===== src/include/lcd_pkg.sv =====
// Function
// RL1: Backplane select 00..11 drives backplanes 0, 0-1, 0-2 or all four.
// RL2: Active backplane pin ignores its direction bit; otherwise direction governs.
// RL3: Segment pin drives only when its enable bit is 1, overriding direction.
// RL4: After reset every segment-capable pin is ordinary I/O.
// RL5: One storage bit per pixel, per backplane and segment pair, drives it.
// RL6: Undisplayed pixel bits stay ordinary readable and writable storage.
// RL7: Frame rate is source over prescaler times 32 times backplanes times multiplier.
// RL8: Timing clock selects system clock over 256, crystal or internal oscillator.
// RL9: Sleep with shutdown select set stops at once, all outputs grounded.
// RL10: Clearing enable finishes the frame, clears active flag, optional interrupt.
// RL11: After the end-of-frame disable the pins return to digital port use.
// RL12: Software clears enable, waits for active flag 0, then sleeps.
// RL13: Shutdown clear, system clock source: sleep freezes the last pattern.
// RL14: Shutdown clear, slow clock source: keeps refreshing; data frozen while asleep.
// RL15: Running in sleep with interrupt enable set wakes at the next frame boundary.
// RL16: Software should drive display pins low through port settings afterwards.
// RL17: Active flag is set while enabled and generating frames; read-only.
// RL18: Interrupt only in frame-synchronised waveform, non-static mode.
package lcd_pkg;

    localparam int NUM_BP = 4;
    localparam int NUM_SEG = 32;
    localparam int PIX_BITS = NUM_BP * NUM_SEG;
    localparam int TICK_PER_PHASE = 32;
    localparam int SYS_DIV = 256;
    localparam logic [3:0] FRAME_DIV_RESET = 4'h0;

    typedef enum logic [1:0] {
        SRC_SYS_DIV,
        SRC_CRYSTAL,
        SRC_INTERNAL
    } clk_src_t;

    typedef struct packed {
        logic display_enable_bit;
        logic sleep_shutdown_select;
        logic display_interrupt_enable;
        logic frame_sync_wave;
        logic [1:0] backplane_count_select;
        logic [1:0] clk_sel;
        logic [3:0] frame_divider_field;
    } display_ctrl_t;

endpackage


===== src/rtl/lcd_tick_gen.sv =====
`timescale 1ns/1ps
module lcd_tick_gen #(
    parameter int SYS_DIV = lcd_pkg::SYS_DIV
) (
    // Clock and reset
    input wire logic mclk,
    input wire logic resetn,
    // Sources
    input wire logic [1:0] clk_sel,
    input wire logic crystal_clk,
    input wire logic internal_clk,
    // Tick out
    output logic tick
);
    typedef struct packed {
        logic [7:0] div;
        logic [1:0] xs;
        logic [1:0] is;
        logic xl;
        logic il;
        logic tick;
    } tick_state_t;

    tick_state_t st_r, st_nxt;

    // Slow sources pass two flops before edge detection [RL8]
    always_comb begin
        st_nxt = st_r;
        st_nxt.xs = {st_r.xs[0], crystal_clk};
        st_nxt.is = {st_r.is[0], internal_clk};
        st_nxt.xl = st_r.xs[1];
        st_nxt.il = st_r.is[1];
        st_nxt.div = st_r.div + 8'h01;
        case (clk_sel)
            lcd_pkg::SRC_CRYSTAL: st_nxt.tick = st_r.xs[1] & ~st_r.xl;
            lcd_pkg::SRC_INTERNAL: st_nxt.tick = st_r.is[1] & ~st_r.il;
            default: st_nxt.tick = (st_r.div == 8'(SYS_DIV - 1)); // [RL8]
        endcase
    end

    always_ff @(posedge mclk or negedge resetn) begin
        if (!resetn) begin
            st_r <= '0;
        end else begin
            st_r <= st_nxt;
        end
    end

    assign tick = st_r.tick;
endmodule // lcd_tick_gen


===== src/rtl/lcd_drive_sequencer.sv =====
`timescale 1ns/1ps
module lcd_drive_sequencer #(
    parameter int NUM_SEG = lcd_pkg::NUM_SEG
) (
    // Clock and reset
    input wire logic mclk,
    input wire logic resetn,
    // Control
    input wire lcd_pkg::display_ctrl_t ctrl,
    input wire logic [NUM_SEG-1:0] segment_enable_regs,
    input wire logic core_sleep,
    // Pixel storage access
    input wire logic pix_wr,
    input wire logic [6:0] pix_addr,
    input wire logic pix_wdata,
    output logic pix_rdata,
    // Slow clock pins
    input wire logic low_speed_crystal_clock,
    input wire logic low_freq_internal_clock,
    // Port settings for digital use
    input wire logic [lcd_pkg::NUM_BP-1:0] bp_dir_bits,
    input wire logic [NUM_SEG-1:0] pin_direction_bits,
    // Pin side
    output logic [lcd_pkg::NUM_BP-1:0] bp_drive,
    output logic [lcd_pkg::NUM_BP-1:0] bp_level,
    output logic [NUM_SEG-1:0] seg_drive,
    output logic [NUM_SEG-1:0] seg_level,
    output logic [lcd_pkg::NUM_BP-1:0] bp_port_out_en,
    output logic [NUM_SEG-1:0] seg_port_out_en,
    output logic low_current,
    // Status
    output logic display_active_flag,
    output logic frame_irq,
    output logic wake_req
);
    localparam int PB = lcd_pkg::NUM_BP * NUM_SEG;

    typedef struct packed {
        logic [PB-1:0] pix;
        logic active;
        logic [3:0] pre;
        logic [5:0] sub;
        logic [1:0] phase;
        logic [1:0] mult;
        logic invert;
        logic [lcd_pkg::NUM_BP-1:0] bpd;
        logic [lcd_pkg::NUM_BP-1:0] bpl;
        logic [NUM_SEG-1:0] sgd;
        logic [NUM_SEG-1:0] sgl;
        logic [lcd_pkg::NUM_BP-1:0] bpo;
        logic [NUM_SEG-1:0] sgo;
        logic lowc;
        logic rd;
        logic irq;
        logic wake;
        logic [1:0] sls;
    } seq_state_t;

    seq_state_t st_r, st_nxt;
    logic tick;

    lcd_tick_gen u_tick (
        .mclk(mclk),
        .resetn(resetn),
        .clk_sel(ctrl.clk_sel),
        .crystal_clk(low_speed_crystal_clock),
        .internal_clk(low_freq_internal_clock),
        .tick(tick)
    );

    // Active backplane mask from the select field
    function automatic logic [3:0] bp_mask(input logic [1:0] sel);
        case (sel)
            2'h0: bp_mask = 4'h1;
            2'h1: bp_mask = 4'h3;
            2'h2: bp_mask = 4'h7;
            default: bp_mask = 4'hf;
        endcase
    endfunction

    // Multiplier: 4 static, 2 for two, 1 for three or four
    function automatic logic [1:0] mult_last(input logic [1:0] sel);
        case (sel)
            2'h0: mult_last = 2'h3;
            2'h1: mult_last = 2'h1;
            default: mult_last = 2'h0;
        endcase
    endfunction

    logic asleep;
    logic slow_src;
    logic [3:0] mask;
    assign asleep = st_r.sls[1];
    assign slow_src = (ctrl.clk_sel != 2'(lcd_pkg::SRC_SYS_DIV));
    assign mask = bp_mask(ctrl.backplane_count_select);

    always_comb begin
        logic run;
        logic step;
        logic frame_end;
        logic [1:0] last_ph;
        run = 1'b0;
        step = 1'b0;
        frame_end = 1'b0;
        last_ph = ctrl.backplane_count_select;
        st_nxt = st_r;
        st_nxt.irq = 1'b0;
        st_nxt.wake = 1'b0;
        // Sleep comes from the core's domain: two flops before use
        st_nxt.sls = {st_r.sls[0], core_sleep};
        // Writes blocked while asleep: pixels are frozen [RL14]
        // All bits remain storage, displayed or not [RL6]
        if (pix_wr && !asleep) begin
            st_nxt.pix[pix_addr] = pix_wdata;
        end
        st_nxt.rd = st_r.pix[pix_addr];
        // Shutdown stops at once; sys clock freezes in sleep [RL9] [RL13]
        run = st_r.active &&
              !(asleep && (ctrl.sleep_shutdown_select || !slow_src)); // [RL14]
        step = run && tick;
        if (step) begin
            // Phase length: prescaler x 32 x multiplier ticks [RL7]
            st_nxt.pre = st_r.pre + 4'h1;
            if (st_r.pre >= ctrl.frame_divider_field) begin
                st_nxt.pre = 4'h0;
                st_nxt.sub = st_r.sub + 6'h01;
                if (st_r.sub == 6'(lcd_pkg::TICK_PER_PHASE - 1)) begin
                    st_nxt.sub = 6'h00;
                    st_nxt.mult = st_r.mult + 2'h1;
                    if (st_r.mult == mult_last(ctrl.backplane_count_select)) begin
                        st_nxt.mult = 2'h0;
                        st_nxt.phase = st_r.phase + 2'h1;
                        if (st_r.phase == last_ph) begin
                            st_nxt.phase = 2'h0;
                            st_nxt.invert = ~st_r.invert;
                            frame_end = 1'b1;
                        end
                    end
                end
            end
        end
        if (!st_r.active && ctrl.display_enable_bit && !asleep) begin
            st_nxt.active = 1'b1; // [RL17]
            st_nxt.pre = 4'h0;
            st_nxt.sub = 6'h00;
            st_nxt.mult = 2'h0;
            st_nxt.phase = 2'h0;
        end else if (frame_end && !ctrl.display_enable_bit) begin
            st_nxt.active = 1'b0; // [RL10] [RL17]
        end
        // Interrupt only for frame-sync wave, non-static [RL18] [RL10]
        if (frame_end && ctrl.frame_sync_wave &&
            ctrl.backplane_count_select != 2'h0) begin
            st_nxt.irq = 1'b1;
            st_nxt.wake = asleep && ctrl.display_interrupt_enable; // [RL15]
        end
        st_nxt.lowc = asleep && ctrl.sleep_shutdown_select; // [RL9]
        for (int b = 0; b < lcd_pkg::NUM_BP; b++) begin
            // Active backplanes override direction [RL1] [RL2] [RL11]
            st_nxt.bpd[b] = st_nxt.active && mask[b] && !st_nxt.lowc;
            st_nxt.bpo[b] = !(st_nxt.active && mask[b]) && !bp_dir_bits[b];
            st_nxt.bpl[b] = st_nxt.lowc ? 1'b0 :
                            ((st_nxt.phase == 2'(b)) ^ st_nxt.invert);
        end
        for (int s = 0; s < NUM_SEG; s++) begin
            // Enabled segment overrides direction [RL3] [RL4]
            st_nxt.sgd[s] = st_nxt.active && segment_enable_regs[s] &&
                            !st_nxt.lowc;
            st_nxt.sgo[s] = !(st_nxt.active && segment_enable_regs[s]) &&
                            !pin_direction_bits[s];
            // Pixel bit at backplane x 32 + segment [RL5]
            st_nxt.sgl[s] = st_nxt.lowc ? 1'b0 :
                (st_r.pix[{st_nxt.phase, 5'(s)}] ^ st_nxt.invert);
        end
        // Frozen pattern held when halted [RL13]
        if (st_r.active && !run && !st_nxt.lowc) begin
            st_nxt.bpl = st_r.bpl;
            st_nxt.sgl = st_r.sgl;
        end
    end

    always_ff @(posedge mclk or negedge resetn) begin
        if (!resetn) begin
            st_r <= '0;
        end else begin
            st_r <= st_nxt;
        end
    end

    assign bp_drive = st_r.bpd;
    assign bp_level = st_r.bpl;
    assign seg_drive = st_r.sgd;
    assign seg_level = st_r.sgl;
    assign bp_port_out_en = st_r.bpo;
    assign seg_port_out_en = st_r.sgo;
    assign low_current = st_r.lowc;
    assign display_active_flag = st_r.active;
    assign frame_irq = st_r.irq;
    assign wake_req = st_r.wake;
    assign pix_rdata = st_r.rd;
endmodule // lcd_drive_sequencer


===== config.mk =====
export PLATFORM = sky130hd
export DESIGN_NAME = lcd_drive_sequencer
export DESIGN_NICKNAME = d
export VERILOG_FILES = /design/src/include/lcd_pkg.sv /design/src/rtl/lcd_tick_gen.sv /design/src/rtl/lcd_drive_sequencer.sv
export SDC_FILE = /design/constraint.sdc
export NUM_CORES = 1
export LEC_CHECK = 0
export BUFFER_PORTS_ARGS = -buffer_cell sky130_fd_sc_hd__buf_2
export CORE_MARGIN = 5
export CORE_UTILIZATION = 35
export DETAILED_ROUTE_END_ITERATION = 10
export SLEW_MARGIN = 20
export SYNTH_ARGS = -nofsm -noshare
export SYNTH_HDL_FRONTEND = slang
export SYNTH_SLANG_ARGS = --single-unit

===== constraint.sdc =====
create_clock -name mclk -period 5.99 [get_ports mclk]
set_input_delay 0.2995 -clock mclk [delete_from_list [all_inputs] [get_ports mclk]]
set_output_delay 0.2995 -clock mclk [all_outputs]
set_load 0.1 [all_outputs]

==> summary.json <==
{
  "drive_gt1_frac": {"value": 0.282},
  "num_io_pins": {"value": 207},
  "drt_iter0_drc": {"value": 1124},
  "vdd_drop_max": {"value": 0.239, "unit": "mV"},
  "placement_rows": {"value": 73},
  "max-slew-margin-rel": {"value": 0.273},
  "worst-path-max-fanout": {"value": 24},
  "setup.worst_path.start_class": {"value": "flop"},
  "via_to_cell_ratio": {"value": 5.26},
  "remaining_drc_errors": {"value": 0},
  "slew_viol_final": {"value": 0},
  "hold_path_class": {"value": "primary input to flop"},
  "avgSynthCellArea": {"value": 10.2, "unit": "µm²"},
  "clock_tree_from_tritoncts": {"value": "yes"},
  "synth-main-ff-cell": {"value": "sky130_fd_sc_hd__dfrtp_1"},
  "fmaxAchievable": {"value": 0.235, "unit": "GHz"},
  "worst_pin_slew": {"value": 1.09, "unit": "ns"},
  "cts.htree.levels": {"value": 1},
  "count_of_endpoints_failing_hold_in_the_final_timing_report": {"value": 0},
  "totalNegativeSetupSlack": {"value": 0, "unit": "ns"},
  "postSynth.asyncResetShare": {"value": 1.00},
  "post-route-min-period": {"value": 4.25, "unit": "ns"},
  "wire_length_of_the_first_global_routing_pass": {"value": 67.3, "unit": "mm"},
  "grt_antenna_before_repair": {"value": 2},
  "grt_remaining_overflow": {"value": 0},
  "grt_setup_unrepaired": {"value": "no"},
  "run_status": {"value": "complete, no violations"},
  "total_leakage_power": {"value": 7.56, "unit": "nW"},
  "cts_num_sinks": {"value": 273},
  "synth_area": {"value": 14200, "unit": "µm²"},
  "worst-endpoint-arrival": {"value": 4.66, "unit": "ns"},
  "placed_area": {"value": 14800, "unit": "µm²"},
  "detail_route.first_pass.iterations": {"value": 6},
  "fraction_of_synthesized_cell_area_taken_by_the_top_area_cell_type": {"value": 0.482},
  "grt.total_usage": {"value": 0.189},
  "cts.clk_slew.worst_paths": {"value": 0.06, "unit": "ns"},
  "synth_area_leaders": {"value": "sky130_fd_sc_hd__dfrtp_1 48%, sky130_fd_sc_hd__mux2_2 9.1%, sky130_fd_sc_hd__buf_4 6.1%, sky130_fd_sc_hd__nand2_1 4.8%, sky130_fd_sc_hd__mux2i_1 3.5%"},
  "distinct_cell_type_count_of_the_synthesized_netlist": {"value": 55},
  "place_congestion": {"value": 0.875},
  "buffer_ports.inserted": {"value": 206},
  "fin_total_pwr": {"value": 4.95, "unit": "mW"},
  "detailedPlacementHpwl": {"value": 28.6, "unit": "mm"},
  "drtAntennaViolNets": {"value": 0},
  "final_net_count": {"value": 1645},
  "start_util": {"value": 0.355},
  "cts_setup_buffers": {"value": 0},
  "final-setup-viol-count": {"value": 0},
  "grt_pass1_vias": {"value": 11200},
  "postSynthCellCount": {"value": 1387},
  "synth_edf_count": {"value": 0},
  "ctsLongestPathBuffers": {"value": 3},
  "synth-seq-cells": {"value": 273},
  "layout_setup_ws": {"value": 1.74, "unit": "ns"},
  "worstSetupEndpointType": {"value": "flop"},
  "route.detailed.wl_per_inst": {"value": 20.8, "unit": "µm"},
  "skew": {"value": 0.0165, "unit": "ns"},
  "place_ws": {"value": 1.76, "unit": "ns"},
  "layout_worst_path_cycle_share": {"value": 0.710},
  "synth_nets": {"value": 1491},
  "die_height": {"value": 211, "unit": "µm"},
  "clk-insertion-delay-late": {"value": 0.57, "unit": "ns"},
  "floorplan.core_area": {"value": 39900, "unit": "µm²"},
  "area.growth.synth_to_final": {"value": 19.1, "unit": "%"},
  "ys_warn_count": {"value": 0},
  "vias": {"value": 11000},
  "synth_sequential_area_ratio": {"value": 0.482},
  "final_design_area_no_fill": {"value": 16900, "unit": "µm²"},
  "synth_largest_area_cell": {"value": "sky130_fd_sc_hd__dfrtp_1"},
  "cts-root-buf": {"value": "sky130_fd_sc_hd__clkbuf_16"},
  "die_area": {"value": 44600, "unit": "µm²"},
  "max_cap_violations": {"value": 0},
  "setup_cp_type": {"value": "flop to flop"},
  "chipWidth": {"value": 211, "unit": "µm"},
  "power.density_cell_area": {"value": 293, "unit": "nW/µm²"},
  "crit_required": {"value": 6.40, "unit": "ns"},
  "tritoncts.num_buffers": {"value": 30},
  "grt_start_max_net_pins": {"value": 115},
  "wl": {"value": 43.4, "unit": "mm"}
}
-- synthesized netlist by cell type, types with 7 or more instances --
library cell                 n
sky130_fd_sc_hd__xnor2_1    40
sky130_fd_sc_hd__a22oi_1    15
sky130_fd_sc_hd__ha_1       10
sky130_fd_sc_hd__nand2_1   182
sky130_fd_sc_hd__inv_1      50
sky130_fd_sc_hd__a31oi_1     7
sky130_fd_sc_hd__mux2i_1    49
sky130_fd_sc_hd__o21ai_1    30
sky130_fd_sc_hd__nor2_1     93
sky130_fd_sc_hd__dfrtp_1   273
sky130_fd_sc_hd__clkbuf_1   63
sky130_fd_sc_hd__o221ai_2   28
sky130_fd_sc_hd__buf_1       8
sky130_fd_sc_hd__and3_1     43
sky130_fd_sc_hd__nor2b_1    15
sky130_fd_sc_hd__o221ai_1    7
sky130_fd_sc_hd__a31o_2      8
sky130_fd_sc_hd__o22ai_1     9
sky130_fd_sc_hd__nand2b_1    7
sky130_fd_sc_hd__nand3_1    23
sky130_fd_sc_hd__xor2_1      7
sky130_fd_sc_hd__mux2_2    114
sky130_fd_sc_hd__a21oi_1    62
sky130_fd_sc_hd__nor3_1     16
sky130_fd_sc_hd__buf_4     115
sky130_fd_sc_hd__o21ai_0    38
-- layout by cell type (no fill, tap or decap), types with 38 or more instances in the layout --
cell type and n:
sky130_fd_sc_hd__o21ai_0 38, sky130_fd_sc_hd__buf_2 205, sky130_fd_sc_hd__a21oi_1 61, sky130_fd_sc_hd__and3_1 43
sky130_fd_sc_hd__mux2_2 114, sky130_fd_sc_hd__mux2i_1 48, sky130_fd_sc_hd__xnor2_1 40, sky130_fd_sc_hd__dfrtp_1 273
sky130_fd_sc_hd__nor2_1 93, sky130_fd_sc_hd__dlygate4sd3_1 98, sky130_fd_sc_hd__inv_1 50, sky130_fd_sc_hd__nand2_1 182
-- flip-flops by register name (all words and copies together), names as in the netlist --
name                 cells
st_r                   143
seg_drive               32
seg_level               32
seg_port_out_en         32
u_tick.st_r             10
bp_drive                 4
bp_level                 4
bp_port_out_en           4
u_tick.st_nxt            4
asleep                   1
display_active_flag      1
frame_irq                1
low_current              1
pix_rdata                1
st_nxt                   1
u_tick.tick              1
wake_req                 1
-- worst paths after layout --
path                                             from                             to  slack, ns  cells after the start
max in group asynchronous                      resetn      seg_level[30]$_DFFE_PN0N_       4.30                      3
hold reg to reg            u_tick.st_nxt[6]$_DFF_PN0_     u_tick.st_nxt[2]$_DFF_PN0_       0.34                      0
setup / recovery                st_r[125]$_DFFE_PN0P_       seg_level[0]$_DFFE_PN0N_       1.74                     11
setup reg to reg                st_r[125]$_DFFE_PN0P_       seg_level[0]$_DFFE_PN0N_       1.74                     11
min in group asynchronous                      resetn  seg_port_out_en[29]$_DFF_PN0_       0.37                      2
hold / removal                segment_enable_regs[24]        seg_drive[24]$_DFF_PN0_       0.02                      2
-- power by group --
part	internal [mW]	leakage (nW)	switching, mW	total, mW
Sequential	1.96	3.48	0.0759	2.03
Combinational	0.247	3.55	0.665	0.913
Clock	1.21	0.524	0.801	2.01
Total	3.41	7.56	1.54	4.95
-- logic make-up after synthesis --
| family | after synthesis | share of synthesized area |
|---|---|---|
| AO/OA/AOI/OAI | 238 | 0.120 |
| flip-flops | 273 | 0.482 |
| AND/OR/NAND/NOR | 403 | 0.127 |
| buffers and inverters | 247 | 0.0985 |
| adder cells (fa/ha/maj) | 10 | 0.00883 |
| XOR/XNOR | 47 | 0.0290 |
| multiplexers | 169 | 0.135 |
-- layer usage --
layer	global-route usage	vias up	share of wire
met5	0	-	0.00030
met3	0.0318	73	0.074
met4	0.0563	2	0.024
met1	0.255	5509	0.43
met2	0.314	433	0.47
li1	-	4989	-
-- metrics by stage --
step	util	hold WS (ns)	std cells
4_1_cts	0.423	0.00237	2090
3_5_place_dp	0.371	0.335	1936
6_report	0.423	0.0198	2091
2_1_floorplan	-	0.00391	1387
3_3_place_gp	0.371	0.335	1936
5_1_grt	0.423	0.000378	2091
-- worst max-delay path, stage by stage, from the launching register on --
cell	delay [ns]
sky130_fd_sc_hd__dfrtp_1	0.41
sky130_fd_sc_hd__inv_1	0.07
sky130_fd_sc_hd__ha_1	0.27
sky130_fd_sc_hd__nand2b_1	0.14
sky130_fd_sc_hd__a2111oi_1	0.79
sky130_fd_sc_hd__or4_1	0.45
sky130_fd_sc_hd__o21ai_0	0.23
sky130_fd_sc_hd__a211oi_4	0.69
sky130_fd_sc_hd__buf_4	0.54
sky130_fd_sc_hd__o221ai_1	0.21
sky130_fd_sc_hd__xnor2_1	0.20
sky130_fd_sc_hd__o21ai_0	0.09
-- what timing repair did --
| item | in CTS | in global routing |
|---|---|---|
| gates resized for setup | 0 | 0 |
| hold endpoints to repair | 178 | 0 |
| hold buffers | 98 | 0 |
| endpoints found under the setup margin | 0 | 0 |
-- final cells by class --
cell class              count  area (µm²)
clock buffers              36         825
flip-flops and latches    273        6830
repair buffers            318        2130
clock inverters            20         260
fillers                  3694       23000
diodes                      1        2.50
well taps                 525         657
multi-input cells         867        5990
inverters                  51         191
No activity file was read; power rests on OpenSTA's default activity.
